==> config.mk <==
export PLATFORM = sky130hd
export DESIGN_NAME = ep0_tx_path
export DESIGN_NICKNAME = d
export VERILOG_FILES = /design/src/common/ep0_tx_pkg.sv /design/src/hw/ep0_tx_path.sv
export VERILOG_INCLUDE_DIRS = /design/src /design/src/common
export SDC_FILE = /design/constraint.sdc
export NUM_CORES = 1
export LEC_CHECK = 0
export BUFFER_PORTS_ARGS = -buffer_cell sky130_fd_sc_hd__buf_2
export CAP_MARGIN = 20
export CORE_MARGIN = 5
export CORE_UTILIZATION = 46
export CTS_CLUSTER_DIAMETER = 150
export CTS_CLUSTER_SIZE = 10
export DETAILED_ROUTE_END_ITERATION = 6
export PLACE_DENSITY_LB_ADDON = 0.12
export SYNTH_ARGS = -nofsm -noshare
export SYNTH_HDL_FRONTEND = slang
export SYNTH_SLANG_ARGS = --single-unit
==> constraint.sdc <==
create_clock -name pclk -period 7.1 [get_ports pclk]
set_input_delay 1.42 -clock pclk [delete_from_list [all_inputs] [get_ports pclk]]
set_output_delay 1.42 -clock pclk [all_outputs]
set_load 0.05 [all_outputs]
==> src/common/ep0_tx_consts.svh <==
/*
  Offsets, field positions, reset values and counts of the endpoint 0
  transmit path.
  Assumes it is included by its bare name wherever these are needed.
*/
// Summary of operation
// - Each write of the transmit data register pushes one byte; PID and CRC are generated. A write to a full FIFO is dropped.
// - Ack flag bit 6 sets on host ACK of last packet; status read clears it.
// - Send-complete bit 5 sets when the handshake wait ends (host ACK or timeout); status read clears it.
// - Bits 4:0 report free FIFO bytes, at most 8, reset value 8.
// - While ignore-IN bit 4 is set, IN tokens get no response at all.
// - Writing purge bit 3 empties FIFO, idles endpoint, zeroes pointers, then self-clears.
// - A purge requested mid-transfer waits until that transfer finishes.
// - Receive-side purge request has the very same effect as transmit purge.
// - Bit 2 picks DATA0 or DATA1 PID; hardware never changes it.
// - Firmware sets send-arm bit 0; hardware clears it after packet or STALL.
// - While receive-arm is set, send-arm is ignored.
// - Send-arm with an empty FIFO sends a zero-length data packet.
// - OUT NAK bit 1 sets on NAK to OUT for enabled address; read clears.
// - A NAK caused by receive overrun does not set the OUT NAK bit.
// - IN NAK bit 0 sets on NAK to IN for enabled address; read clears.
`ifndef EP0_TX_CONSTS_SVH
`define EP0_TX_CONSTS_SVH
// Printed offsets are register indices; byte address is four times the index
`define IDX_TX_DATA 32'h50001842
`define IDX_TX_STATUS 32'h50001844
`define IDX_TX_CONTROL 32'h50001846
`define IDX_NAK_STATUS 32'h50001848
`define ADDR_IRQ_STATUS 16'h6180
`define ADDR_IRQ_MASK 16'h6184
// Transmit status fields
`define TXS_ACK_BIT 6
`define TXS_DONE_BIT 5
`define TXS_COUNT_MSB 4
`define TXS_RESET 16'h0008
// Transmit control fields
`define TXC_IGN_IN_BIT 4
`define TXC_PURGE_BIT 3
`define TXC_PID_BIT 2
`define TXC_ARM_BIT 0
// NAK status fields, also the layout of irq status and mask
`define NAK_OUT_BIT 1
`define NAK_IN_BIT 0
`define IRQ_DONE_BIT 2
// FIFO
`define FIFO_DEPTH 8
`endif

==> src/common/ep0_tx_pkg.sv <==
/*
  Types of the endpoint 0 transmit path.
  Assumes nothing beyond a SystemVerilog compiler.
*/
package ep0_tx_pkg;
  // Transmit engine states, one-hot
  typedef enum logic [2:0] {
    ST_IDLE = 3'b001,
    ST_SEND = 3'b010,
    ST_WAIT = 3'b100
  } tx_state_t;

  // Events from the serial interface engine, same clock
  typedef struct packed {
    logic in_token;      // IN token to this endpoint, pulse
    logic addr_ok;       // Address and endpoint enabled, level
    logic host_ack;      // ACK received after our data, pulse
    logic ack_timeout;   // No handshake came back, pulse
    logic out_nak;       // NAK sent to an OUT token, pulse
    logic out_overrun;   // That NAK was due to overrun, level
  } sie_ev_t;

  // Packet stream towards the serialiser
  typedef struct packed {
    logic start;         // Begin data packet, pulse
    logic pid_data1;     // 0 DATA0, 1 DATA1
    logic valid;         // Payload byte present
    logic [7:0] data;
    logic eop;           // No bytes left, CRC and end follow
    logic nak;           // Send NAK handshake, pulse
    logic stall;         // Send STALL handshake, pulse
  } tx_pkt_t;
endpackage

==> src/hw/ep0_tx_path.sv <==
/*
  Endpoint 0 transmit path: APB registers, 8-byte payload FIFO, IN token
  response engine, purge and NAK flags, interrupt.
  Assumes a serial interface engine on pclk that decodes tokens, builds
  PID and CRC16 and reports handshakes; receive side supplies its arm and
  purge bits.
  Read data and slave error are registered at the setup edge, so the slave
  answers with no wait state and each read sees one consistent snapshot.
  Firmware should not push bytes while a packet is on the bus: the byte
  count would move under the serialiser and could end the packet late.
*/
// Decided for this implementation: the APB interface to the registers.
`timescale 1ns/100ps
`include "ep0_tx_consts.svh"
module ep0_tx_path #(
  parameter int ADDR_W = 16,
  parameter int DEPTH = `FIFO_DEPTH
) (
  // Clock and reset
  input wire logic pclk,
  input wire logic presetn,
  // APB slave
  input wire logic psel,
  input wire logic penable,
  input wire logic pwrite,
  input wire logic [ADDR_W-1:0] paddr,
  input wire logic [31:0] pwdata,
  output logic [31:0] prdata,
  output logic pready,
  output logic pslverr,
  // Serial engine side
  input wire ep0_tx_pkg::sie_ev_t sie_ev,
  input wire logic pkt_ready,
  input wire logic ep_stall,
  output ep0_tx_pkg::tx_pkt_t pkt,
  // Receive side of endpoint 0
  input wire logic rx_arm,
  input wire logic rx_purge_req,
  output logic purge_done,
  // Interrupt
  output logic irq
);
  // Count width holds 0..DEPTH; pointer width wraps at DEPTH
  // DEPTH is expected to be a power of two so the pointers wrap cleanly
  localparam int CW = $clog2(DEPTH + 1);
  localparam int PW = $clog2(DEPTH);

  // Byte address of a register index
  function automatic logic [ADDR_W-1:0] reg_addr(input logic [31:0] idx);
    logic [33:0] a;
    // Upper bits of the product fall away with the address width
    a = {idx, 2'b00};
    return a[ADDR_W-1:0];
  endfunction

  // Transmit engine and payload store
  ep0_tx_pkg::tx_state_t state_ff, nxt_state;
  logic [7:0] mem_ff [DEPTH];
  logic [7:0] nxt_mem [DEPTH];
  logic [PW-1:0] wr_ptr_ff, nxt_wr_ptr, rd_ptr_ff, nxt_rd_ptr;
  logic [CW-1:0] used_ff, nxt_used;

  // Control register bits
  logic ign_in_ff, nxt_ign_in;
  logic pid_sel_ff, nxt_pid_sel;
  logic arm_ff, nxt_arm;
  logic purge_ff, nxt_purge;

  // Sticky status flags
  logic done_ff, nxt_done;
  logic ack_ff, nxt_ack;
  logic in_nak_ff, nxt_in_nak;
  logic out_nak_ff, nxt_out_nak;

  // Interrupt, purge strobe and bus answer
  logic [2:0] ists_ff, nxt_ists;
  logic [2:0] imask_ff, nxt_imask;
  logic purge_done_ff, nxt_purge_done;
  ep0_tx_pkg::tx_pkt_t pkt_ff, nxt_pkt;
  logic [31:0] rdata_ff, nxt_rdata;
  logic err_ff, nxt_err;

  // Bus decode
  logic wr_en, rd_en, hit_data, hit_sts, hit_ctl, hit_nak, hit_ists, hit_imask;
  logic [CW-1:0] free_cnt;
  logic pop;

  // Writes and read clears act in the access phase only
  assign wr_en = psel && penable && pwrite;
  assign rd_en = psel && penable && !pwrite;
  assign free_cnt = CW'(DEPTH) - used_ff;

  // Address decode, one hit at most
  always_comb begin
    hit_data = 1'b0;
    hit_sts = 1'b0;
    hit_ctl = 1'b0;
    hit_nak = 1'b0;
    hit_ists = 1'b0;
    hit_imask = 1'b0;
    if (paddr == reg_addr(`IDX_TX_DATA)) begin
      hit_data = 1'b1;
    end else if (paddr == reg_addr(`IDX_TX_STATUS)) begin
      hit_sts = 1'b1;
    end else if (paddr == reg_addr(`IDX_TX_CONTROL)) begin
      hit_ctl = 1'b1;
    end else if (paddr == reg_addr(`IDX_NAK_STATUS)) begin
      hit_nak = 1'b1;
    end else if (paddr == `ADDR_IRQ_STATUS) begin
      hit_ists = 1'b1;
    end else if (paddr == `ADDR_IRQ_MASK) begin
      hit_imask = 1'b1;
    end
  end

  // Zero wait state slave; unmapped addresses answer with an error
  assign pready = 1'b1;
  assign prdata = rdata_ff;
  assign pslverr = err_ff;
  assign pkt = pkt_ff;
  assign purge_done = purge_done_ff;
  assign irq = |(ists_ff & imask_ff);
  // Byte leaves the FIFO when the serialiser takes it
  assign pop = (state_ff == ep0_tx_pkg::ST_SEND) && pkt_ff.valid && pkt_ready;

  // Read data and error are registered one cycle ahead: computed in setup
  always_comb begin
    // Reserved bits and write-only registers read as zero
    nxt_rdata = 32'h0000_0000;
    nxt_err = 1'b0;
    if (psel && !penable && !pwrite) begin
      if (hit_sts) begin
        nxt_rdata[`TXS_ACK_BIT] = ack_ff;
        nxt_rdata[`TXS_DONE_BIT] = done_ff;
        nxt_rdata[`TXS_COUNT_MSB:0] = 5'(free_cnt);
      end else if (hit_ctl) begin
        nxt_rdata[`TXC_IGN_IN_BIT] = ign_in_ff;
        nxt_rdata[`TXC_PURGE_BIT] = purge_ff;
        nxt_rdata[`TXC_PID_BIT] = pid_sel_ff;
        nxt_rdata[`TXC_ARM_BIT] = arm_ff;
      end else if (hit_nak) begin
        nxt_rdata[`NAK_OUT_BIT] = out_nak_ff;
        nxt_rdata[`NAK_IN_BIT] = in_nak_ff;
      end else if (hit_ists) begin
        nxt_rdata[2:0] = ists_ff;
      end else if (hit_imask) begin
        nxt_rdata[2:0] = imask_ff;
      end
    end
    if (psel && !penable) begin
      nxt_err = !(hit_data || hit_sts || hit_ctl || hit_nak || hit_ists || hit_imask);
    end
  end

  // Next state of FIFO, control, flags and transmit engine
  always_comb begin
    logic tok, want_purge, start_pkt, fin, nak_in, nak_out;
    tok = 1'b0;
    want_purge = 1'b0;
    start_pkt = 1'b0;
    fin = 1'b0;
    nak_in = 1'b0;
    nak_out = 1'b0;
    nxt_state = state_ff;
    nxt_mem = mem_ff;
    nxt_wr_ptr = wr_ptr_ff;
    nxt_rd_ptr = rd_ptr_ff;
    nxt_used = used_ff;
    nxt_ign_in = ign_in_ff;
    nxt_pid_sel = pid_sel_ff;
    nxt_arm = arm_ff;
    nxt_purge = purge_ff;
    nxt_done = done_ff;
    nxt_ack = ack_ff;
    nxt_in_nak = in_nak_ff;
    nxt_out_nak = out_nak_ff;
    nxt_ists = ists_ff;
    nxt_imask = imask_ff;
    nxt_purge_done = 1'b0;
    // Stream strobes default low; PID select follows the control bit
    nxt_pkt = '0;
    nxt_pkt.pid_data1 = pid_sel_ff;
    // Register writes
    // Bytes beyond a full FIFO are dropped without an error
    if (wr_en && hit_data && used_ff != CW'(DEPTH)) begin
      nxt_mem[wr_ptr_ff] = pwdata[7:0];
      nxt_wr_ptr = PW'(wr_ptr_ff + 1'b1);
    end
    if (wr_en && hit_ctl) begin
      nxt_ign_in = pwdata[`TXC_IGN_IN_BIT];
      nxt_pid_sel = pwdata[`TXC_PID_BIT];
      nxt_arm = pwdata[`TXC_ARM_BIT];
      want_purge = pwdata[`TXC_PURGE_BIT];
    end
    // Mask and status share one layout: done, OUT NAK, IN NAK
    if (wr_en && hit_imask) begin
      nxt_imask = pwdata[2:0];
    end
    if (wr_en && hit_ists) begin
      nxt_ists = ists_ff & ~pwdata[2:0];
    end
    // Reads clear only what they reported: the snapshot was taken at the
    // setup edge, so a flag raised on that edge must survive the access.
    // A setting event below still wins over the clear.
    if (rd_en && hit_sts) begin
      nxt_done = done_ff && !rdata_ff[`TXS_DONE_BIT];
      nxt_ack = ack_ff && !rdata_ff[`TXS_ACK_BIT];
    end
    if (rd_en && hit_nak) begin
      nxt_in_nak = in_nak_ff && !rdata_ff[`NAK_IN_BIT];
      nxt_out_nak = out_nak_ff && !rdata_ff[`NAK_OUT_BIT];
    end
    // Either control register may request the shared purge
    if (want_purge || rx_purge_req) begin
      nxt_purge = 1'b1;
    end
    // Token qualified by the address enable and the ignore bit
    tok = sie_ev.in_token && sie_ev.addr_ok && !ign_in_ff;
    // Transmit engine
    case (state_ff)
      ep0_tx_pkg::ST_IDLE: begin
        if (tok) begin
          // Stall outranks everything, then the arm bit, else a NAK
          if (ep_stall) begin
            nxt_pkt.stall = 1'b1;
            nxt_arm = 1'b0;
          end else if (arm_ff && !rx_arm && !purge_ff) begin
            start_pkt = 1'b1;
          end else begin
            nxt_pkt.nak = 1'b1;
            nak_in = 1'b1;
          end
        end
      end
      ep0_tx_pkg::ST_SEND: begin
        // Arm falls as the end marker is taken
        if (pkt_ff.eop && pkt_ready) begin
          nxt_state = ep0_tx_pkg::ST_WAIT;
          nxt_arm = 1'b0;
        end
      end
      ep0_tx_pkg::ST_WAIT: begin
        // Either a handshake or its timeout ends the wait
        if (sie_ev.host_ack || sie_ev.ack_timeout) begin
          fin = 1'b1;
          nxt_state = ep0_tx_pkg::ST_IDLE;
        end
      end
      default: begin
        nxt_state = ep0_tx_pkg::ST_IDLE;
      end
    endcase
    // Launch: the first byte is presented together with start
    if (start_pkt) begin
      nxt_state = ep0_tx_pkg::ST_SEND;
      nxt_pkt.start = 1'b1;
    end
    // Read pointer moves only on an accepted byte
    if (pop) begin
      nxt_rd_ptr = PW'(rd_ptr_ff + 1'b1);
    end
    // Occupancy follows the pointers, so push and pop may share a cycle
    nxt_used = CW'(used_ff + CW'(nxt_wr_ptr != wr_ptr_ff) - CW'(pop));
    // Stream presents the next byte while in SEND; an empty FIFO means a
    // zero-length packet goes straight to its end
    if (nxt_state == ep0_tx_pkg::ST_SEND && !(state_ff == ep0_tx_pkg::ST_SEND
        && pkt_ff.eop && pkt_ready)) begin
      nxt_pkt.valid = nxt_used != '0;
      nxt_pkt.data = nxt_mem[nxt_rd_ptr];
      nxt_pkt.eop = nxt_used == '0;
    end
    // End of the handshake wait: done always, ack only if the host sent one
    if (fin) begin
      nxt_done = 1'b1;
      if (sie_ev.host_ack) begin
        nxt_ack = 1'b1;
      end
    end
    // Overrun NAKs belong to the receive side and are not flagged here
    nak_out = sie_ev.out_nak && sie_ev.addr_ok && !sie_ev.out_overrun;
    if (nak_out) begin
      nxt_out_nak = 1'b1;
    end
    if (nak_in) begin
      nxt_in_nak = 1'b1;
    end
    // Purge only once the endpoint is idle, so a packet on the bus is whole
    if (purge_ff && state_ff == ep0_tx_pkg::ST_IDLE && !start_pkt) begin
      nxt_wr_ptr = '0;
      nxt_rd_ptr = '0;
      nxt_used = '0;
      nxt_purge = 1'b0;
      nxt_purge_done = 1'b1;
    end
    // Interrupt events are sticky; set wins over a software clear
    nxt_ists = nxt_ists | {fin, nak_out, nak_in};
  end

  // Register all state
  always_ff @(posedge pclk or negedge presetn) begin
    if (!presetn) begin
      state_ff <= ep0_tx_pkg::ST_IDLE;
      // Store is cleared too, so no stale byte can leak into a packet
      for (int i = 0; i < DEPTH; i++) begin
        mem_ff[i] <= 8'h00;
      end
      wr_ptr_ff <= '0;
      rd_ptr_ff <= '0;
      used_ff <= '0;
      ign_in_ff <= 1'b0;
      pid_sel_ff <= 1'b0;
      arm_ff <= 1'b0;
      purge_ff <= 1'b0;
      done_ff <= 1'b0;
      ack_ff <= 1'b0;
      in_nak_ff <= 1'b0;
      out_nak_ff <= 1'b0;
      ists_ff <= 3'h0;
      imask_ff <= 3'h0;
      purge_done_ff <= 1'b0;
      pkt_ff <= '0;
      rdata_ff <= 32'h0000_0000;
      err_ff <= 1'b0;
    end else begin
      state_ff <= nxt_state;
      mem_ff <= nxt_mem;
      wr_ptr_ff <= nxt_wr_ptr;
      rd_ptr_ff <= nxt_rd_ptr;
      used_ff <= nxt_used;
      ign_in_ff <= nxt_ign_in;
      pid_sel_ff <= nxt_pid_sel;
      arm_ff <= nxt_arm;
      purge_ff <= nxt_purge;
      done_ff <= nxt_done;
      ack_ff <= nxt_ack;
      in_nak_ff <= nxt_in_nak;
      out_nak_ff <= nxt_out_nak;
      ists_ff <= nxt_ists;
      imask_ff <= nxt_imask;
      purge_done_ff <= nxt_purge_done;
      pkt_ff <= nxt_pkt;
      rdata_ff <= nxt_rdata;
      err_ff <= nxt_err;
    end
  end
endmodule

-- Word-level counts from Yosys, hierarchy flattened
Cells that the tools add are included.
- register bits: 114
- word-level logic and storage cells: 199
- magnitude comparators: 3
- reductions and logical operators: 58
- $add $sub $neg: 5
- eq/ne operators: 12
- multiplexer cells: 83
- bitwise gates (word level): 6
- operators with widths (operator ; number):
    $eq 16x15->1 const B ; 6
    $bwmux 64 ; 1
    $mux 64 ; 1
    $mux 1 ; 55
    $logic_and 1x1->1 ; 31
    $mux 3 ; 10
    $bmux 8 s3 ; 1
    $demux 8 s3 ; 1
    $mux 8 ; 3
    $logic_not 1->1 ; 13
    $mux 10 ; 1
    $mux 2 ; 5
    $pmux 3 s3 ; 1
    $ge 4x4->1 const B ; 2
    $not 3->4 ; 2
    $reduce_bool 2->1 ; 4
    $logic_or 1x1->1 ; 7
    $mux 7 ; 1
    $add 3x1->3 const B ; 2
    $and 3x3->3 ; 2
    $eq 3x2->1 const B ; 2
    $mux 5 ; 1
    $add 4x1->4 ; 1
    $logic_not 4->1 ; 1
    13 further kinds ; 13

-- Logic depth before layout (Yosys ltp)
Gate-level depths: netlist (run 1).
- depth after elaboration: 13
- depth in mapped cells: 14
- mapped depth without buffers: 14

-- Worst setup path before layout (run 1)
Ideal clock, no wire load.
- path kind: input-to-reg
- start point: input port paddr[1]
- end point: register pkt_ff, in the netlist pkt[11]
- path slack: 3.015 ns
- stages on the path: 11
- data arrival time: 3.961 ns
- cell sequence: or4b_4 nand3b_4 nor2_1 inv_1 ha_1 inv_1 ha_1 inv_1 fa_1 xor2_1 o31a_1
- RTL lines (element ; RTL line ; RTL):
    start, declared ; ep0_tx_path.sv:26 ; input wire logic [ADDR_W-1:0] paddr,
    end signal, assigned ; ep0_tx_path.sv:341 ; pkt_ff <= nxt_pkt;
    end, declared ; ep0_tx_path.sv:79 ; ep0_tx_pkg::tx_pkt_t pkt_ff, nxt_pkt;

==> metrics.csv, run 1 <==
stage,metric,value,unit
timing,Final Hold Viols,0,
finish,Nets,658,
floorplan,io pins,113,
place,DP HPWL,10000,um
clocking,Post-CTS Setup Repair Bufs,0,
worst_setup_path,worst reg2reg path depth,13,
global_route,largest net degree at the start of global routing,68,
clocking,CTS tree,done,
worst_setup_path,worst r2r src,used_ff[1],
power,VDD IR-drop max,0.137,mV
min_path,Worst Hold End,pkt[12],
clocking,Clock transition at path regs,0.05,ns
finish,Area Growth Syn to Fin,14.3,%
logic_synthesis,sequential fraction of the synthesis area,0.489,
route,initial drt markers,327,
timing,fin crit period,4.11,ns
route,routed len/inst,18.2,um
finish,antenna cell count,0,
logic_synthesis,Yosys top cell by area,dfrtp_1,
logic_synthesis,synthesis warning total,0,
floorplan,core area,12500,um^2
min_path,worst hold path type,reg2reg,
clocking,H-tree depth,4,
place,port buffer count,62,
route,DR vias/cell,5.49,
global_route,Overflow after GRT,0,
global_route,initial antenna violation count,0,
clocking,hold buffers post-CTS,0,
route,vias after detailed routing,4230,
clocking,clock latency on the worst-skew pair,0.41,ns
run_status,status,"finished, final reports clean",
worst_setup_path,FF-to-FF End,pkt[11],
logic_synthesis,predominant post-synthesis flop cell,dfrtp_1,
timing,Final Cycle Share,0.579,
logic_synthesis,syn_area_per_cell,11.1,um^2
worst_setup_path,R2R Setup Slk,3.67,ns
floorplan,Initial Util,0.467,
worst_setup_path,Crit Path Class,in2reg,
finish,Multi-input gate area,2730,um^2
logic_synthesis,ys async rst share,1.00,
timing,Final setup viols,0,
floorplan,die width,123,um
min_path,Cells on Worst Hold Path,0,
place,gpl congestion,0.886,
run,Max Cap Viol,0,
global_route,first-pass GRT wire length,22300,um
min_path,hold_sp,pid_sel_ff,
floorplan,row count,41,
route,M1 wire length,6060,um
logic_synthesis,ranking of synthesized cells by area,"dfrtp_1 (48%), mux2_2 (12%), buf_4 (3.3%), nand2_1 (2.6%), nor2_1 (2.4%)",
global_route,vias in the first global route,4228,
power,Pleak,3.37,nW
finish,fraction of final layout cells sized beyond drive strength 1,0.279,
timing,Slew Limit Fails,0,
route,WL met3,812,um
floorplan,die area,15000,um^2
clocking,clk sink count,114,
finish,fill cell count,1128,
worst_setup_path,CP Launch Type,primary input,
logic_synthesis,number of synthesized register bits,114,
worst_setup_path,Worst EP required,7.39,ns
timing,relative slew slack,0.430,
route,Detail Route Antenna Nets,0,
logic_synthesis,Mapped Area,5840,um^2
finish,"commonest non-fill, non-tap cell in the layout",dfrtp_1,
worst_setup_path,Crit. End Element,register,
timing,RSZ-0062 raised after global routing,false,
route,DR top layer,met4,
worst_setup_path,Worst Path Max Fanout,8,
clocking,Post-CTS Resized,0,
logic_synthesis,share of Yosys cell area claimed by the top area cell type,0.484,
logic_synthesis,cells after synthesis,527,
clocking,Clock Path Buffers,2,
logic_synthesis,Post-synth EDFFs,0,
clocking,Root Buffer,clkbuf_16,
timing,setup TNS,0,ns
finish,most frequent cells in the layout,"dfrtp_1 (113), mux2_2 (64), buf_2 (61)",
timing,Slew @ Worst Pin,0.854,ns
power,Power Density,223,nW/um^2
finish,FF+latch area,2850,um^2
timing,Fin Hold WS,0.411,ns
timing,final setup skew,0.00852,ns
route,DRC,0,
finish,Final Util,0.533,
route,final wirelength,14000,um
route,first drt pass iteration count,5,
logic_synthesis,Netlist cell types,68,
global_route,gr usage total,0.196,
worst_setup_path,Arrival @ worst endpoint,4.40,ns
clocking,CTS Buf Count,17,
route,met2 wire length,6860,um
floorplan,height of the die,123,um
timing,fmax,0.243,GHz
[where the power goes]
| group | internal (W) | total [W] | switching, W | leakage [nW] |
|---|---|---|---|---|
| registers | 0.000658 | 0.000661 | 0.00000350 | 1.56 |
| logic | 0.0000178 | 0.000106 | 0.0000880 | 1.57 |
| clock network | 0.000453 | 0.000722 | 0.000269 | 0.236 |
[per-stage QoR]
step                std cells  area [um^2]  power, W  setup WS (ns)
CTS                       769         6670   0.00151           3.03
detailed placement        737         6180  0.000778           2.60
floorplan                 551         5930  0.000749           3.02
global placement          737         6180  0.000777           2.59
global route              770         6680   0.00154           2.77
finish                    770         6680   0.00149           2.99
[state kept, by name, indices dropped and copies added (netlist names), 3 cells and up]
register	flops
wr_ptr_ff	3
prdata	7
mem_ff	64
imask_ff	3
used_ff	4
pkt	14
state_ff	3
ists_ff	3
rd_ptr_ff	3
[worst max-delay path, stage by stage]
cell      delay (ns)
buf_2           0.15
nor4_2          0.42
nand4_2         0.33
nor2_1          0.44
inv_1           0.22
ha_1            0.32
inv_1           0.05
ha_1            0.15
inv_1           0.06
fa_1            0.51
nand2b_1        0.09
o31a_1          0.24
[logic make-up (layout without fill, tap and decap cells)]
logic type | after synthesis | count (layout) | synth area share
AOI/OAI and AO/OA | 89 | 89 | 0.111
xor gates and xnor gates | 11 | 11 | 0.0165
adders and majority gates | 10 | 10 | 0.0227
buffers and inverters | 63 | 110 | 0.0598
DFF | 114 | 114 | 0.489
muxes | 72 | 72 | 0.142
other | 2 | 26 | 0.00129
and+or+nand+nor | 166 | 166 | 0.157
[worst max path at each step]
stage	startpoint	to
3_5_place_dp	paddr[1]	pkt[5]
4_1_cts	paddr[1]	pkt[5]
6_report	paddr[2]	pkt[11]
5_1_grt	paddr[1]	pkt[2]
3_3_place_gp	paddr[1]	pkt[6]
2_1_floorplan	paddr[1]	pkt[11]
[Yosys cell counts, drive strengths merged, types with 5 or more instances]
library cell and instances:
nand3 12, a211oi 7, o211ai 7, inv 12, nor2b 6, clkbuf 16
xnor2 7, a22o 6, buf 35, nor4 5, nand2b 6, nor2 38
and3 15, a21oi 18, o21ai 12, dfrtp 113, nand2 41, a21o 5
mux2 70, nor3 11, ha 9, nand4 6
[layout make-up]
type | instances | area share
clock buffer | 31 | 0.0731
timing repair buffer | 66 | 0.0513
sequential | 114 | 0.427
tap | 172 | 0.0322
inverter | 12 | 0.00675
multi-input combinational | 374 | 0.408
clock inverter | 1 | 0.000750
[per-layer routing]
metal	track usage	up-vias
li1	-	1975
met1	0.247	2093
met2	0.322	137
met3	0.0484	25
met4	0.0833	0
met5	0	-
Note: power is estimated with default switching activity, not from simulation.
==> run 2, diff against run 1 <==
Clock period 7.1 ns to 4.1 ns, I/O delays scaled along.
==> run 2 against run 1 <==
Effect of this change:
- register-to-register slack lost 2.8 ns
- first-iteration DRC count grew 28%
- count of clock-buffer cells in the layout shrank 9
- sequential cell count is the same
==> metrics.csv, run 2 (synthesis results as in run 1) <==
stage,metric,value,unit,change
run_status,status,"finished, final reports clean",,unchanged
timing,final setup skew,0.00874,ns,was 0.00852 ns
clocking,clock latency on the worst-skew pair,0.42,ns,was 0.41 ns
global_route,vias in the first global route,4395,,was 4228
power,Power Density,417,nW/um^2,was 223 nW/um^2
finish,most frequent cells in the layout,"dfrtp_1 (113), mux2_2 (64), buf_2 (61)",,unchanged
worst_setup_path,Arrival @ worst endpoint,3.60,ns,was 4.40 ns
place,port buffer count,62,,unchanged
route,final wirelength,14400,um,was 14000 um
route,DR top layer,met4,,unchanged
place,Setup WS pre-CTS,0.372,ns,was 2.60 ns
global_route,first-pass GRT wire length,23200,um,was 22300 um
timing,Worst Slack Setup Final,0.779,ns,was 2.99 ns
timing,fmax,0.301,GHz,
floorplan,io pins,113,,unchanged
route,met2 wire length,7030,um,was 6860 um
power,VDD IR-drop max,0.251,mV,was 0.137 mV
clocking,Post-CTS Resized,0,,unchanged
place,gpl congestion,0.897,,was 0.886
finish,"commonest non-fill, non-tap cell in the layout",dfrtp_1,,unchanged
timing,Slew Limit Fails,0,,unchanged
floorplan,die width,123,um,unchanged
timing,Final Hold Viols,0,,unchanged
finish,Area Growth Syn to Fin,17.6,%,was 14.3%
timing,Fin Hold WS,0.415,ns,was 0.411 ns
finish,Nets,666,,was 658
finish,Largest register FFs,64,,unchanged
run,Max Cap Viol,0,,unchanged
floorplan,row count,41,,unchanged
clocking,Root Buffer,clkbuf_16,,unchanged
finish,antenna cell count,0,,unchanged
global_route,Overflow after GRT,0,,unchanged
route,M1 wire length,6430,um,was 6060 um
clocking,Clock Path Buffers,2,,unchanged
min_path,worst hold path type,reg2reg,,unchanged
finish,final non-filler cell total,778,,was 770
route,Detail Route Antenna Nets,0,,unchanged
timing,setup TNS,0,ns,unchanged
global_route,largest net degree at the start of global routing,63,,was 68
route,DR vias/cell,5.46,,was 5.49
worst_setup_path,Worst EP required,4.37,ns,was 7.39 ns
worst_setup_path,CP Launch Type,primary input,,unchanged
power,Pleak,3.47,nW,was 3.37 nW
timing,relative slew slack,0.508,,was 0.430
clocking,CTS tree,done,,unchanged
route,DRC,0,,unchanged
floorplan,height of the die,123,um,unchanged
clocking,CTS Buf Count,17,,unchanged
worst_setup_path,Crit. End Element,register,,unchanged
floorplan,Initial Util,0.467,,unchanged
route,WL met3,678,um,was 812 um
floorplan,die area,15000,um^2,unchanged
route,first drt pass iteration count,5,,unchanged
timing,Final setup viols,0,,unchanged
timing,RSZ-0062 raised after global routing,false,,unchanged
worst_setup_path,Crit Path Class,in2reg,,unchanged
place,DP HPWL,10300,um,was 10000 um
global_route,gr usage total,0.203,,was 0.196
finish,fraction of final layout cells sized beyond drive strength 1,0.304,,was 0.279
clocking,H-tree depth,4,,unchanged
clocking,Post-CTS Setup Repair Bufs,0,,unchanged
clocking,clk sink count,114,,unchanged
route,routed len/inst,18.5,um,was 18.2 um
floorplan,core area,12500,um^2,unchanged
clocking,hold buffers post-CTS,0,,unchanged
clocking,Clock transition at path regs,0.05,ns,about the same
timing,Final Cycle Share,0.810,,
route,initial drt markers,417,,was 327
finish,most flop-heavy register,mem_ff,,unchanged
timing,Slew @ Worst Pin,0.735,ns,was 0.854 ns
route,vias after detailed routing,4251,,was 4230
global_route,initial antenna violation count,0,,unchanged
worst_setup_path,Worst Path Max Fanout,9,,was 8
place,Placed Cells,746,,was 737
timing,fin crit period,3.32,ns,
[run 2: changes by cell type in the layout (fill, tap and decap cells not counted), sizes merged]
cell | before | now
clkbuf | 31 | 22
buf | 66 | 74
bufinv | 0 | 4
clkinvlp | 0 | 3
clkinv | 1 | 3
[run 2: power by group]
group | internal (W) | switching (W)
registers | 0.00114 | 0.00000615
logic | 0.0000321 | 0.000153
clock network | 0.00103 | 0.000506
[run 2: final timing paths]
| kind | start | to | slack (ns) | cells past startpoint |
|---|---|---|---|---|
| setup / recovery | paddr[1] | pkt[10] | 0.78 | 8 |
| hold / removal | pid_sel_ff | pkt[12] | 0.41 | 0 |
| setup reg to reg | used_ff[1] | pkt[10] | 0.85 | 9 |
| hold reg to reg | pid_sel_ff | pkt[12] | 0.41 | 0 |
| max in group asynchronous | presetn | mem_ff[57] | 2.88 | 2 |
| min in group asynchronous | presetn | used_ff[0] | 0.45 | 1 |
[run 2: area by class of cell]
cell class | count | area (um^2)
timing repair buffer | 74 | 415
sequential | 114 | 2850
multi-input combinational | 374 | 2730
clock buffer | 22 | 454
inverter | 12 | 45.0
fill | 1140 | 5650
tap | 172 | 215
clock inverter | 10 | 158
[run 2: critical path, stage by stage]
cell       delay (ns)
buf_2            0.10
or4b_4           0.56
nand3b_4         0.25
or4_1            0.81
mux2_2           0.38
a22o_1           0.21
a211oi_1         0.35
a2111oi_1        0.13
[run 2: layer usage]
metal | track usage | vias up
met5 | 0 | -
met4 | 0.0770 | 0
met3 | 0.0562 | 25
met2 | 0.333 | 116
met1 | 0.256 | 2112
li1 | - | 1998
[run 2: metrics by stage]
| step | instance area (um^2) | util | total power [W] |
|---|---|---|---|
| global placement | 6260 | 0.500 | 0.00135 |
| finish | 6870 | 0.549 | 0.00286 |
| global route | 6870 | 0.549 | 0.00296 |
| CTS | 6870 | 0.549 | 0.00289 |
| detailed placement | 6260 | 0.500 | 0.00135 |
| floorplan | 5930 | - | 0.00130 |
==> run 3, diff against run 2 <==
Clock period 4.1 ns to 3.1 ns, I/O delays scaled along.
==> run 3 against run 2 <==
Effect of this change:
- clock skew about the same
- cell area up 5.2%
- highest routed layer unchanged
- combinational power up 36%
- register-to-register slack worse by 0.62 ns
- sequential share of layout area down 2.0 points
- largest cell class unchanged
- first-iteration DRC count down 21%
- die area unchanged
- clock power up 42%
- global-route usage up 0.18 points
- worst hold slack worse by 0.23 ns
- sequential power up 32%
==> metrics.csv, run 3 (synthesis results as in run 1) <==
stage,metric,value,unit,change
route,routed len/inst,18.0,um,was 18.5 um
finish,Multi-input gate area,2790,um^2,was 2730 um^2
timing,relative slew slack,0.520,,was 0.508
finish,fraction of final layout cells sized beyond drive strength 1,0.356,,was 0.304
worst_setup_path,CP max stage cell,or4b_4,,was or4_1
clocking,Clock transition at path regs,0.05,ns,about the same
clocking,CTS tree,done,,unchanged
timing,fmax,0.347,GHz,
clocking,clock latency on the worst-skew pair,0.42,ns,about the same
worst_setup_path,FF-to-FF End,pkt[10],,unchanged
finish,fill cell count,1100,,was 1140
worst_setup_path,crit-path max cell delay,0.54,ns,was 0.81 ns
floorplan,io pins,113,,unchanged
power,Power Density,546,nW/um^2,was 417 nW/um^2
worst_setup_path,Crit. End Element,register,,unchanged
finish,antenna cell count,0,,unchanged
worst_setup_path,Crit Path Class,in2reg,,unchanged
timing,RSZ-0062 raised after global routing,false,,unchanged
run_status,status,"finished, final reports clean",,unchanged
timing,final setup skew,0.00909,ns,was 0.00874 ns
run,Max Cap Viol,0,,unchanged
clocking,clk sink count,114,,unchanged
finish,Area Growth Syn to Fin,23.7,%,was 17.6%
power,VDD IR-drop max,0.338,mV,was 0.251 mV
place,DP HPWL,10700,um,was 10300 um
floorplan,Initial Util,0.467,,unchanged
worst_setup_path,worst r2r src,used_ff[1],,unchanged
route,vias after detailed routing,4391,,was 4251
finish,FF+latch area,2850,um^2,unchanged
power,Pwr Total,0.00394,W,was 0.00286 W
place,Area after DPL,6500,um^2,was 6260 um^2
worst_setup_path,Worst EP required,3.40,ns,was 4.37 ns
global_route,largest net degree at the start of global routing,53,,was 63
floorplan,height of the die,123,um,unchanged
finish,Nets,697,,was 666
finish,most frequent cells in the layout,"dfrtp_1 (113), mux2_2 (64), buf_2 (61)",,unchanged
finish,Largest register FFs,64,,unchanged
global_route,gr usage total,0.205,,was 0.203
worst_setup_path,Arrival @ worst endpoint,3.18,ns,was 3.60 ns
route,DR vias/cell,5.43,,was 5.46
global_route,Overflow after GRT,0,,unchanged
timing,Slew Limit Fails,0,,unchanged
route,Detail Route Antenna Nets,0,,unchanged
min_path,worst hold path type,in2async,,was reg2reg
worst_setup_path,worst reg2reg path depth,10,,was 9
floorplan,die area,15000,um^2,unchanged
timing,Final Hold Viols,0,,unchanged
clocking,CTS Buf Count,17,,unchanged
finish,most flop-heavy register,mem_ff,,unchanged
worst_setup_path,Worst Path Max Fanout,4,,was 9
timing,fin crit period,2.88,ns,
worst_setup_path,CP Launch Type,primary input,,unchanged
floorplan,core area,12500,um^2,unchanged
place,port buffer count,62,,unchanged
route,initial drt markers,328,,was 417
finish,final instance area,7220,um^2,was 6870 um^2
route,final wirelength,14600,um,was 14400 um
worst_setup_path,cell-by-cell trace of the critical path,buf_2 > or4b_4 > nand3b_4 > buf_4 > nor2_4 > inv_1 > ha_1 > inv_1 > ha_1 > inv_1 > fa_1 > xor2_1 > o31a_1,,was buf_2 > or4b_4 > nand3b_4 > or4_1 > mux2_2 > a22o_1 > a211oi_1 > a2111oi_1
floorplan,row count,41,,unchanged
clocking,Clock Path Buffers,2,,unchanged
floorplan,die width,123,um,unchanged
route,first drt pass iteration count,5,,unchanged
global_route,vias in the first global route,4423,,was 4395
clocking,H-tree depth,4,,unchanged
worst_setup_path,cell with the most instances on the worst path,inv_1,,
timing,Final Cycle Share,0.929,,
worst_setup_path,R2R Setup Slk,0.23,ns,was 0.85 ns
timing,Final setup viols,0,,unchanged
global_route,initial antenna violation count,0,,unchanged
power,Pleak,3.67,nW,was 3.47 nW
global_route,first-pass GRT wire length,23300,um,was 23200 um
finish,"commonest non-fill, non-tap cell in the layout",dfrtp_1,,unchanged
clocking,Root Buffer,clkbuf_16,,unchanged
place,gpl congestion,0.897,,about the same
route,DRC,0,,unchanged
timing,Slew @ Worst Pin,0.718,ns,was 0.735 ns
[run 3: cell type report]
class / instances / share of cell area
multi-input cells: 374 / 0.386
flip-flops and latches: 114 / 0.395
inverters: 12 / 0.00624
well taps: 172 / 0.0298
repair buffers: 105 / 0.0915
clock inverters: 10 / 0.0246
clock buffers: 22 / 0.0670
[run 3: timing repair]
action                     4_1_cts  5_1_grt
setup endpoints to repair        1        9
pin swaps                        0        1
hold buffers                     0        0
resized for setup                1        8
buffers inserted                 0        2
[run 3: routing by layer]
layer  share of wire  global-route usage  wire, um
met1            0.44               0.259      6420
met2            0.49               0.337      7160
met3           0.045              0.0498       657
met4           0.024              0.0826       351
met5               0                   0         0
[run 3: power by group]
part | internal (W) | total [W] | switching (W)
combinational | 0.0000464 | 0.000252 | 0.000206
clock | 0.00150 | 0.00218 | 0.000673
sequential | 0.00150 | 0.00151 | 0.00000914
total | 0.00306 | 0.00394 | 0.000888
[run 3: stage by stage]
| step | setup TNS (ns) | utilization | hold slack [ns] | std cells | setup slack (ns) |
|---|---|---|---|---|---|
| after floorplan | 0 | - | 0.324 | 551 | 0.0117 |
| after global placement | -1.59 | 0.519 | 0.379 | 775 | -0.242 |
| after detailed placement | -1.82 | 0.519 | 0.395 | 775 | -0.267 |
| after CTS | 0 | 0.573 | 0.186 | 807 | 0.0146 |
| after global routing | 0 | 0.577 | 0.208 | 809 | 0.0680 |
| final | 0 | 0.577 | 0.182 | 809 | 0.220 |
[run 3: how the worst max path moves through the flow]
stage / slack, ns / endpoint / startpoint / cells after the start
after floorplan: 0.01 / pkt[11] / paddr[1] / 11
after global placement: -0.24 / pkt[5] / paddr[1] / 9
after detailed placement: -0.27 / pkt[6] / paddr[1] / 9
after CTS: 0.01 / pkt[10] / used_ff[1] / 10
after global routing: 0.07 / pkt[3] / used_ff[1] / 10
final: 0.22 / pkt[11] / paddr[1] / 13
[run 3: worst max-delay path: cells and delay by family]
family | cells | cell delay [ns]
xor gates and xnor gates | 1 | 0.19
and+or+nand+nor | 3 | 0.81
AOI/OAI and AO/OA | 1 | 0.30
adders and majority gates | 3 | 0.80
buffers and inverters | 5 | 0.44
